--- src/design/motor_regs_pkg.sv ---
package motor_regs_pkg;

  // ----------------------------------------------------------------
  // Register offsets
  // ----------------------------------------------------------------
  localparam logic [7:0] OFS_DEV_CTRL     = 8'h03;
  localparam logic [7:0] OFS_SPEED_HI     = 8'h11;
  localparam logic [7:0] OFS_SPEED_LO     = 8'h12;
  localparam logic [7:0] OFS_PERIOD_HI    = 8'h13;
  localparam logic [7:0] OFS_PERIOD_LO    = 8'h14;
  localparam logic [7:0] OFS_VCONST_HI    = 8'h15;
  localparam logic [7:0] OFS_VCONST_LO    = 8'h16;
  localparam logic [7:0] OFS_ROTOR_POS    = 8'h19;
  localparam logic [7:0] OFS_SUPPLY       = 8'h1a;
  localparam logic [7:0] OFS_RAW_CMD      = 8'h1b;
  localparam logic [7:0] OFS_SMOOTH_CMD   = 8'h1c;
  localparam logic [7:0] OFS_FAULT        = 8'h1e;
  localparam logic [7:0] OFS_PARAM_ONE    = 8'h20;
  localparam logic [7:0] OFS_PARAM_TWO    = 8'h21;
  localparam logic [7:0] OFS_PARAM_THREE  = 8'h22;

  // ----------------------------------------------------------------
  // Field positions and reset values
  // ----------------------------------------------------------------
  localparam int         CFG_WE_BIT   = 6;
  localparam int         MODE_BIT     = 7;
  localparam int         EXP_MSB      = 6;
  localparam int         EXP_LSB      = 4;
  localparam int         MANT_MSB     = 3;
  localparam int         FAULT_W      = 6;
  localparam logic [7:0] PARAM_ONE_RST   = 8'h4a;
  localparam logic [7:0] PARAM_TWO_RST   = 8'h4e;
  localparam logic [7:0] PARAM_THREE_RST = 8'h2a;

  // ----------------------------------------------------------------
  // Timing
  // ----------------------------------------------------------------
  localparam int CLK_PERIOD_NS  = 10;
  localparam int PWM_LOW_KHZ    = 25;
  localparam int PWM_HIGH_KHZ   = 50;
  localparam int ADV_UNIT_NS    = 2500;
  localparam logic [15:0] PWM_LOW_CYCLES =
    16'(1_000_000 / (PWM_LOW_KHZ * CLK_PERIOD_NS));
  localparam logic [15:0] PWM_HIGH_CYCLES =
    16'(1_000_000 / (PWM_HIGH_KHZ * CLK_PERIOD_NS));
  localparam logic [8:0] ADV_UNIT_CYCLES = 9'(ADV_UNIT_NS / CLK_PERIOD_NS);

  // ----------------------------------------------------------------
  // Carriers
  // ----------------------------------------------------------------
  typedef struct packed {
    logic [15:0]        rotation_rate_reading;     // 0.1 Hz units
    logic [15:0]        electrical_period_reading; // 10 us units
    logic [14:0]        velocity_const_digital;    // digital phase constant
    logic [7:0]         rotor_angle_estimate;
    logic [7:0]         advance_angle;
    logic [7:0]         supply_level_code;
    logic [7:0]         raw_speed_command;
    logic [8:0]         smoothed_speed_command;
    logic [FAULT_W-1:0] fault_flags;
  } telemetry_t;

  typedef struct packed {
    logic        pwm_frequency_double;
    logic [15:0] pwm_period_cycles;
    logic [10:0] phase_resistance_value;
    logic        closed_loop_adjust_select;
    logic [10:0] velocity_constant_value;
    logic        advance_timing_select;
    logic [10:0] advance_delay_value;
    logic [19:0] advance_delay_cycles;
  } drive_cfg_t;

endpackage

--- src/design/motor_status_param_regs.sv ---
`timescale 1ns/1ps
module motor_status_param_regs
  import motor_regs_pkg::*;
#(
  parameter logic [6:0] TARGET_ADDR = 7'h52
) (
  // Clock and reset
  input  wire logic       clk,
  input  wire logic       srst,
  // Serial pins, open drain
  input  wire logic       scl_in,
  input  wire logic       sda_in,
  output logic            sda_out,
  output logic            sda_oe,
  // Core side
  input  wire telemetry_t telemetry,
  output drive_cfg_t      drive_cfg,
  output logic            config_write_enable
);

  // ----------------------------------------------------------------
  // State
  // ----------------------------------------------------------------
  typedef enum logic [2:0] {
    ST_IDLE      = 3'b000,
    ST_ADDR      = 3'b001,
    ST_ADDR_ACK  = 3'b010,
    ST_WRITE     = 3'b011,
    ST_WRITE_ACK = 3'b100,
    ST_READ      = 3'b101,
    ST_READ_ACK  = 3'b110
  } xfer_state_t;

  typedef struct packed {
    xfer_state_t     st;
    logic [3:0]      cnt;
    logic [7:0]      sh;
    logic [7:0]      tx;
    logic            rw;
    logic            first;
    logic            nack;
    logic [7:0]      ptr;
    logic [2:0][7:0] shadow;
    logic            we;
    logic [7:0]      p1;
    logic [7:0]      p2;
    logic [7:0]      p3;
    logic [2:0]      scl_s;
    logic [2:0]      sda_s;
    logic            scl_f;
    logic            sda_f;
    logic            oe;
    logic            dout;
    drive_cfg_t      cfg;
  } state_t;

  state_t q;
  state_t d;

  // ----------------------------------------------------------------
  // Decoding helpers
  // ----------------------------------------------------------------
  // Mantissa shifted by exponent
  function automatic logic [10:0] mant_exp(input logic [7:0] r);
    mant_exp = 11'({7'h00, r[MANT_MSB:0]} << r[EXP_MSB:EXP_LSB]);
  endfunction

  // Index of the word pair an offset belongs to, 3 if none
  function automatic logic [1:0] pair_of(input logic [7:0] a);
    unique case (a)
      OFS_SPEED_HI, OFS_SPEED_LO:   pair_of = 2'd0;
      OFS_PERIOD_HI, OFS_PERIOD_LO: pair_of = 2'd1;
      OFS_VCONST_HI, OFS_VCONST_LO: pair_of = 2'd2;
      default:                      pair_of = 2'd3;
    endcase
  endfunction

  // Sixteen-bit reading of one pair
  function automatic logic [15:0] pair_word(input logic [1:0] i,
                                            input telemetry_t t);
    unique case (i)
      2'd0:    pair_word = t.rotation_rate_reading;
      2'd1:    pair_word = t.electrical_period_reading;
      2'd2:    pair_word = {t.velocity_const_digital, 1'b0};
      default: pair_word = 16'h0000;
    endcase
  endfunction

  // ----------------------------------------------------------------
  // Read multiplexer
  // ----------------------------------------------------------------
  logic [7:0]  rd_data;
  logic [15:0] rd_word;
  logic [1:0]  rd_pair;
  logic        rd_high;

  always_comb begin
    rd_pair = pair_of(q.ptr);
    rd_high = (q.ptr == OFS_SPEED_HI) || (q.ptr == OFS_PERIOD_HI) ||
              (q.ptr == OFS_VCONST_HI);
    rd_word = pair_word(rd_pair, telemetry);
    rd_data = 8'h00;
    if (rd_pair != 2'd3) begin
      if (rd_high) begin
        rd_data = rd_word[15:8];
      end else begin
        rd_data = q.shadow[rd_pair];
      end
    end else begin
      unique case (q.ptr)
        OFS_DEV_CTRL:    rd_data = 8'(q.we) << CFG_WE_BIT;
        OFS_ROTOR_POS:   rd_data = 8'(telemetry.rotor_angle_estimate +
                                      telemetry.advance_angle);
        OFS_SUPPLY:      rd_data = telemetry.supply_level_code;
        OFS_RAW_CMD:     rd_data = telemetry.raw_speed_command;
        OFS_SMOOTH_CMD:  rd_data =
                           telemetry.smoothed_speed_command[8:1];
        OFS_FAULT:       rd_data = {2'b00, telemetry.fault_flags};
        OFS_PARAM_ONE:   rd_data = q.p1;
        OFS_PARAM_TWO:   rd_data = q.p2;
        OFS_PARAM_THREE: rd_data = q.p3;
        default:         rd_data = 8'h00;
      endcase
    end
  end

  // ----------------------------------------------------------------
  // Next state
  // ----------------------------------------------------------------
  logic scl_n;
  logic sda_n;
  logic scl_rise;
  logic scl_fall;
  logic start_c;
  logic stop_c;
  logic load_c;

  always_comb begin
    d = q;
    load_c = 1'b0;
    // Three-stage synchronisers, accept when stages two and three agree
    d.scl_s = {q.scl_s[1:0], scl_in};
    d.sda_s = {q.sda_s[1:0], sda_in};
    scl_n = (q.scl_s[1] == q.scl_s[2]) ? q.scl_s[2] : q.scl_f;
    sda_n = (q.sda_s[1] == q.sda_s[2]) ? q.sda_s[2] : q.sda_f;
    d.scl_f = scl_n;
    d.sda_f = sda_n;
    scl_rise = scl_n & ~q.scl_f;
    scl_fall = ~scl_n & q.scl_f;
    start_c = q.scl_f & scl_n & q.sda_f & ~sda_n;
    stop_c  = q.scl_f & scl_n & ~q.sda_f & sda_n;

    if (start_c) begin
      d.st  = ST_ADDR;
      d.cnt = 4'd0;
      d.oe  = 1'b0;
    end else if (stop_c) begin
      d.st = ST_IDLE;
      d.oe = 1'b0;
    end else begin
      unique case (q.st)
        ST_IDLE: begin
          d.oe = 1'b0;
        end
        ST_ADDR, ST_WRITE: begin
          if (scl_rise) begin
            d.sh  = {q.sh[6:0], sda_n};
            d.cnt = 4'(q.cnt + 4'd1);
          end else if (scl_fall && q.cnt == 4'd8) begin
            d.cnt = 4'd0;
            if (q.st == ST_ADDR) begin
              if (q.sh[7:1] == TARGET_ADDR) begin
                d.st = ST_ADDR_ACK;
                d.rw = q.sh[0];
                d.oe = 1'b1;
              end else begin
                d.st = ST_IDLE;
              end
            end else begin
              d.st    = ST_WRITE_ACK;
              d.oe    = 1'b1;
              d.first = 1'b0;
              if (q.first) begin
                d.ptr = q.sh;
              end else begin
                d.ptr = 8'(q.ptr + 8'd1);
                // Only the control and parameter bytes are writable
                unique case (q.ptr)
                  OFS_DEV_CTRL:    d.we = q.sh[CFG_WE_BIT];
                  OFS_PARAM_ONE:   if (q.we) d.p1 = q.sh;
                  OFS_PARAM_TWO:   if (q.we) d.p2 = q.sh;
                  OFS_PARAM_THREE: if (q.we) d.p3 = q.sh;
                  default:         d.we = q.we;
                endcase
              end
            end
          end
        end
        ST_ADDR_ACK, ST_READ_ACK: begin
          if (scl_rise) begin
            d.nack = sda_n;
          end else if (scl_fall) begin
            if (q.st == ST_ADDR_ACK && !q.rw) begin
              d.st    = ST_WRITE;
              d.first = 1'b1;
              d.oe    = 1'b0;
            end else if (q.st == ST_READ_ACK && q.nack) begin
              d.st = ST_IDLE;
              d.oe = 1'b0;
            end else begin
              load_c = 1'b1;
              d.st   = ST_READ;
              d.cnt  = 4'd0;
              d.tx   = rd_data;
              d.oe   = ~rd_data[7];
              d.ptr  = 8'(q.ptr + 8'd1);
              if (rd_high) begin
                d.shadow[rd_pair] = rd_word[7:0];
              end
            end
          end
        end
        ST_WRITE_ACK: begin
          // Hold the acknowledge until the ninth clock falls
          if (scl_fall) begin
            d.st = ST_WRITE;
            d.oe = 1'b0;
          end
        end
        ST_READ: begin
          if (scl_fall) begin
            if (q.cnt == 4'd7) begin
              d.st = ST_READ_ACK;
              d.oe = 1'b0;
            end else begin
              d.tx  = {q.tx[6:0], 1'b0};
              d.cnt = 4'(q.cnt + 4'd1);
              d.oe  = ~q.tx[6];
            end
          end
        end
        default: begin
          d.st = ST_IDLE;
          d.oe = 1'b0;
        end
      endcase
    end

    // Decoded drive configuration
    d.cfg.pwm_frequency_double = q.p1[MODE_BIT];
    d.cfg.pwm_period_cycles = q.p1[MODE_BIT] ? PWM_HIGH_CYCLES
                                             : PWM_LOW_CYCLES;
    d.cfg.phase_resistance_value    = mant_exp(q.p1);
    d.cfg.closed_loop_adjust_select = q.p2[MODE_BIT];
    d.cfg.velocity_constant_value   = mant_exp(q.p2);
    d.cfg.advance_timing_select     = q.p3[MODE_BIT];
    d.cfg.advance_delay_value       = mant_exp(q.p3);
    d.cfg.advance_delay_cycles =
      20'(mant_exp(q.p3) * ADV_UNIT_CYCLES);
  end

  // ----------------------------------------------------------------
  // Registers
  // ----------------------------------------------------------------
  always_ff @(posedge clk) begin
    if (srst) begin
      q       <= '0;
      q.st    <= ST_IDLE;
      q.scl_s <= 3'b111;
      q.sda_s <= 3'b111;
      q.scl_f <= 1'b1;
      q.sda_f <= 1'b1;
      q.p1    <= PARAM_ONE_RST;
      q.p2    <= PARAM_TWO_RST;
      q.p3    <= PARAM_THREE_RST;
    end else begin
      q <= d;
    end
  end

  // Outputs
  assign sda_out             = q.dout;
  assign sda_oe              = q.oe;
  assign drive_cfg           = q.cfg;
  assign config_write_enable = q.we;

  // ----------------------------------------------------------------
  // Checks
  // ----------------------------------------------------------------
  pwm_select_a: assert property (@(posedge clk) disable iff (srst)
    !srst |=> drive_cfg.pwm_period_cycles ==
      ($past(q.p1[MODE_BIT]) ? PWM_HIGH_CYCLES : PWM_LOW_CYCLES))
    else $error("pwm period does not follow frequency bit");

  res_decode_a: assert property (@(posedge clk) disable iff (srst)
    $past(!srst) |-> drive_cfg.phase_resistance_value ==
      11'({7'h00, $past(q.p1[3:0])} << $past(q.p1[6:4])))
    else $error("resistance decode wrong");

  adj_mode_a: assert property (@(posedge clk) disable iff (srst)
    $changed(q.p2[MODE_BIT]) |=>
      drive_cfg.closed_loop_adjust_select == $past(q.p2[MODE_BIT]))
    else $error("adjust mode not propagated");

  kt_decode_a: assert property (@(posedge clk) disable iff (srst)
    $past(!srst) |-> drive_cfg.velocity_constant_value ==
      11'({7'h00, $past(q.p2[3:0])} << $past(q.p2[6:4])))
    else $error("velocity constant decode wrong");

  adv_mode_a: assert property (@(posedge clk) disable iff (srst)
    $changed(q.p3[MODE_BIT]) |=>
      drive_cfg.advance_timing_select == $past(q.p3[MODE_BIT]))
    else $error("advance mode not propagated");

  adv_delay_a: assert property (@(posedge clk) disable iff (srst)
    $past(!srst) |-> drive_cfg.advance_delay_cycles ==
      20'(drive_cfg.advance_delay_value * 20'd250))
    else $error("advance delay scaling wrong");

  param_lock_a: assert property (@(posedge clk) disable iff (srst)
    !q.we |=> q.p1 == $past(q.p1) && q.p2 == $past(q.p2) &&
              q.p3 == $past(q.p3))
    else $error("parameter changed while writes disabled");

  low_latch_a: assert property (@(posedge clk) disable iff (srst)
    load_c && q.ptr == OFS_SPEED_HI |=>
      q.shadow[0] == $past(telemetry.rotation_rate_reading[7:0]))
    else $error("low speed byte not latched");

  fault_pad_a: assert property (@(posedge clk) disable iff (srst)
    load_c && q.ptr == OFS_FAULT |=> q.tx[7:6] == 2'b00)
    else $error("unused fault bits not zero");

  rotor_sum_a: assert property (@(posedge clk) disable iff (srst)
    load_c && q.ptr == OFS_ROTOR_POS |=>
      q.tx == 8'($past(telemetry.rotor_angle_estimate) +
                 $past(telemetry.advance_angle)))
    else $error("rotor position lacks advance angle");

endmodule

--- config.mk ---
export PLATFORM = sky130hd
export DESIGN_NAME = motor_status_param_regs
export DESIGN_NICKNAME = d
export VERILOG_FILES = /design/src/design/motor_regs_pkg.sv /design/src/design/motor_status_param_regs.sv
export SDC_FILE = /design/constraint.sdc
export NUM_CORES = 1
export LEC_CHECK = 0
export BUFFER_PORTS_ARGS = -buffer_cell sky130_fd_sc_hd__buf_2
export CAP_MARGIN = 0
export CORE_ASPECT_RATIO = 0.7
export CORE_UTILIZATION = 45
export DETAILED_ROUTE_END_ITERATION = 12
export PLACE_DENSITY_LB_ADDON = 0.05
export SLEW_MARGIN = 20
export SYNTH_ARGS = -nofsm -noshare
export SYNTH_HDL_FRONTEND = slang
export SYNTH_SLANG_ARGS = --single-unit
--- constraint.sdc ---
create_clock -name clk -period 6.56 [get_ports clk]
set_clock_uncertainty 0.2 [all_clocks]
set_input_delay 0.984 -clock clk [delete_from_list [all_inputs] [get_ports clk]]
set_output_delay 0.984 -clock clk [all_outputs]
set_load 0.03 [all_outputs]
==> results.sh <==
export IMPL_cp_required_ns=6.68
export IMPL_clock_sinks=145
export IMPL_holdCritStartpoint="d[77]$_SDFF_PP1_"
export IMPL_die_h_um=124.7
export IMPL_instances_no_fill=1495
export IMPL_fillers=2058
export IMPL_multi_input_area_um2=5719
export IMPL_ios=173
export IMPL_grt_overflow=0
export IMPL_cts_max_level=4
export IMPL_die_x_um=177.3
export IMPL_hp_class="reg2reg"
export IMPL_crit_type="reg2reg"
export IMPL_setup_tns_ns=0
export IMPL_drt_initial_drc_count=578
export IMPL_placedCellCount=1462
export IMPL_clockRootBuffer="clkbuf_16"
export IMPL_synth_top_cell_area_share_pct=29.99
export IMPL_synth_area_um2=9678
export IMPL_total_power_mw=2.026
export IMPL_hold_violations=0
export IMPL_synth_cells=1146
export IMPL_crit_family="adder cells"
export IMPL_dieArea_um2=22110
export IMPL_setup_viol=0
export IMPL_place_congestion=0.8053
export IMPL_final_util_pct=51.36
export IMPL_cts_resized=0
export IMPL_clockBufferDepth=2
export IMPL_first_pass_iters=7
export IMPL_routed_wl_mm=24.91
export IMPL_crit_path_cell_trace="nor2b_1 > a21oi_1 > o21ai_0 > o21ai_0 > inv_1 > fa_1 > inv_1 > fa_1 > inv_1 > fa_1 > inv_1 > fa_1 > inv_1 > ha_1 > o21a_1 > nor2_1 > nor3_1 > o21ai_0 > buf_4 > a31oi_1 > mux2_2"
export IMPL_port_buffers=160
export IMPL_vias=8169
export IMPL_yosys_top_cells_count="145 x dfxtp_1, 144 x nor2_1, 77 x nand2_1"
export IMPL_whs_endpoint="d[78]$_SDFF_PP1_"
export IMPL_synth_most_common_cell="dfxtp_1"
export IMPL_path_clk_slew_ns=0.07
export IMPL_cp_max_fo=12
export IMPL_path_buf_inv=6
export IMPL_yosysWarningCount=0
export IMPL_cts_hold_buf=0
export IMPL_ant_nets=0
export IMPL_grt_use_total_pct=23.08
export IMPL_worst_path_most_repeated_cell="inv_1"
export IMPL_fp_row_count=44
export IMPL_start_kind="flop"
export IMPL_max_stage_delay_ns=0.58
export IMPL_regArea_um2=2903
export IMPL_syn_to_final_growth_pct=11.02
export IMPL_worstSkewPairLatency_ns=0.44
export IMPL_tightest_slew_ns=1.072
export IMPL_slew_headroom_pct=28.16
export IMPL_grt_pass1_wl_mm=39.97
export IMPL_synth_seq_cells=145
export IMPL_drive_gt1_share_pct=19.61
export IMPL_cts_buffers_inserted=17
export IMPL_arrival_ns=6.04
export IMPL_drv_cap=0
export IMPL_p_leak_nw=4.529
export IMPL_critPathCaptureType="flop"
export IMPL_avgViaCountPerCell=5.464
export IMPL_status="complete, no violations"
export IMPL_num_antenna_cells=0
export IMPL_cts_tree="yes"
export IMPL_syn_avg_cell_area_um2=8.445
export IMPL_antenna_found_initial=0
export IMPL_drv_slew=0
export IMPL_post_cts_buffers=0
export IMPL_worst_hold_path_num_cells=1
export IMPL_synth_cell_types=71
export IMPL_layout_nets=1392
export IMPL_placeableCoreArea_um2=20920
export IMPL_fmax_ghz=0.1689
export IMPL_r2r_end="drive_cfg[16]$_SDFF_PP0_"
export IMPL_rr_startpoint="q[86]$_SDFFE_PP0P_"
export IMPL_async_flop_share_pct=0
export IMPL_wire_per_inst_um=16.66
export IMPL_synth_area_leader_cell="dfxtp_1"
export IMPL_grt_pass1_vias=7394
export IMPL_rr_worst_depth=21
export IMPL_ys_seq_area_share_pct=29.99
export IMPL_rsz0062_at_grt="false"
export IMPL_synth_main_ff_cell="dfxtp_1"
export IMPL_ir_drop_mv=0.1606
export IMPL_period_minus_slack_ns=5.920
export IMPL_synth_edf_count=0
export IMPL_dp_hpwl_mm=18.26
export IMPL_initial_core_util_pct=46.26
export IMPL_rrSetupSlack_ns=0.64
export IMPL_grt_max_degree=84
export IMPL_synth_area_leaders="dfxtp_1 30%, ha_1 7.1%, fa_1 6.8%"
export IMPL_power_density_nw_per_um2=188.5
export IMPL_drc=0
export IMPL_cpMaxStageDelayCell="fa_1"
export IMPL_fin_crit_sh_pct=90.24
[flip-flops by register name, indices dropped and copies added (netlist names)]
signal	count
config_write_enable	1
d	7
drive_cfg	54
q	82
sda_oe	1
[worst max path at each step]
| stage | end | slack [ns] | from | depth (start not counted) |
|---|---|---|---|---|
| floorplan | drive_cfg[16]$_SDFF_PP0_ | 1.15 | q[86]$_SDFFE_PP0P_ | 21 |
| global placement | drive_cfg[16]$_SDFF_PP0_ | 0.76 | q[86]$_SDFFE_PP0P_ | 21 |
| detailed placement | drive_cfg[16]$_SDFF_PP0_ | 0.72 | q[86]$_SDFFE_PP0P_ | 21 |
| CTS | drive_cfg[16]$_SDFF_PP0_ | 0.66 | q[86]$_SDFFE_PP0P_ | 21 |
| global route | drive_cfg[16]$_SDFF_PP0_ | 0.12 | q[86]$_SDFFE_PP0P_ | 21 |
| finish | drive_cfg[16]$_SDFF_PP0_ | 0.64 | q[86]$_SDFFE_PP0P_ | 21 |
[metal layers]
layer	global-route usage (%)	up-vias	share of wire, %
li1	-	4063	-
met1	37.28	3853	54
met2	30.72	240	39
met3	4.274	13	5.7
met4	4.927	0	0.77
met5	0	-	0
[metrics by stage]
| step | setup slack [ns] | hold slack, ns | instance area, um2 |
|---|---|---|---|
| after global routing | 0.1234 | 0.2248 | 10740 |
| after detailed placement | 0.7222 | 0.1975 | 10110 |
| after CTS | 0.6594 | 0.2121 | 10740 |
| after floorplan | 1.153 | 0.1895 | 9716 |
| final | 0.6402 | 0.2101 | 10740 |
| after global placement | 0.7629 | 0.1936 | 10110 |
[cells in the final DEF (no fill, tap or decap), types with 11 or more instances in the layout]
master	count
a21oi_1	59
o21ai_0	50
o21a_1	12
xnor2_1	12
a211oi_1	35
ha_1	55
dfxtp_1	145
a221oi_1	12
fa_1	33
clkbuf_16	17
a222oi_1	24
or2_2	13
nor3_1	24
nor2_1	144
nand3_1	19
nand2_1	77
nor2b_1	19
buf_2	159
inv_1	72
a21o_1	13
conb_1	11
mux2i_1	35
[power by group]
part,switching [mW],internal [mW],total [mW]
Sequential,0.00298,0.887,0.890
Combinational,0.0623,0.0407,0.103
Clock,0.399,0.634,1.03
Total,0.465,1.56,2.03
[cells by family (layout without fill, tap and decap cells)]
family / count (synthesis) / count (layout) / share of synthesized area [%]
AOI/OAI and AO/OA: 269 / 269 / 19.22
xor gates and xnor gates: 21 / 21 / 1.900
adders and majority gates: 89 / 89 / 14.04
buffers and inverters: 212 / 275 / 11.30
DFF: 145 / 145 / 29.99
muxes: 44 / 44 / 4.667
other: 1 / 11 / 0.03875
and+or+nand+nor: 365 / 365 / 18.84
[worst reg2reg max path, cell delays in order, from the launching register on]
cell and delay (ns):
dfxtp_1 0.56, nor2b_1 0.14, a21oi_1 0.42, o21ai_0 0.14, o21ai_0 0.20, inv_1 0.25, fa_1 0.59, inv_1 0.06
fa_1 0.53, inv_1 0.06, fa_1 0.52, inv_1 0.05, fa_1 0.50, inv_1 0.04, ha_1 0.34, o21a_1 0.15
nor2_1 0.06, nor3_1 0.16, o21ai_0 0.15, buf_4 0.19, a31oi_1 0.18, mux2_2 0.35
[final cells by class]
cell class              count  share of cell area, %
well taps                 276                  3.214
clock inverters            10                  1.397
inverters                  73                  2.550
clock buffers              22                  4.414
multi-input cells         799                  53.23
repair buffers            170                  8.175
flip-flops and latches    145                  27.02
No activity file was read; power rests on OpenSTA's default activity.
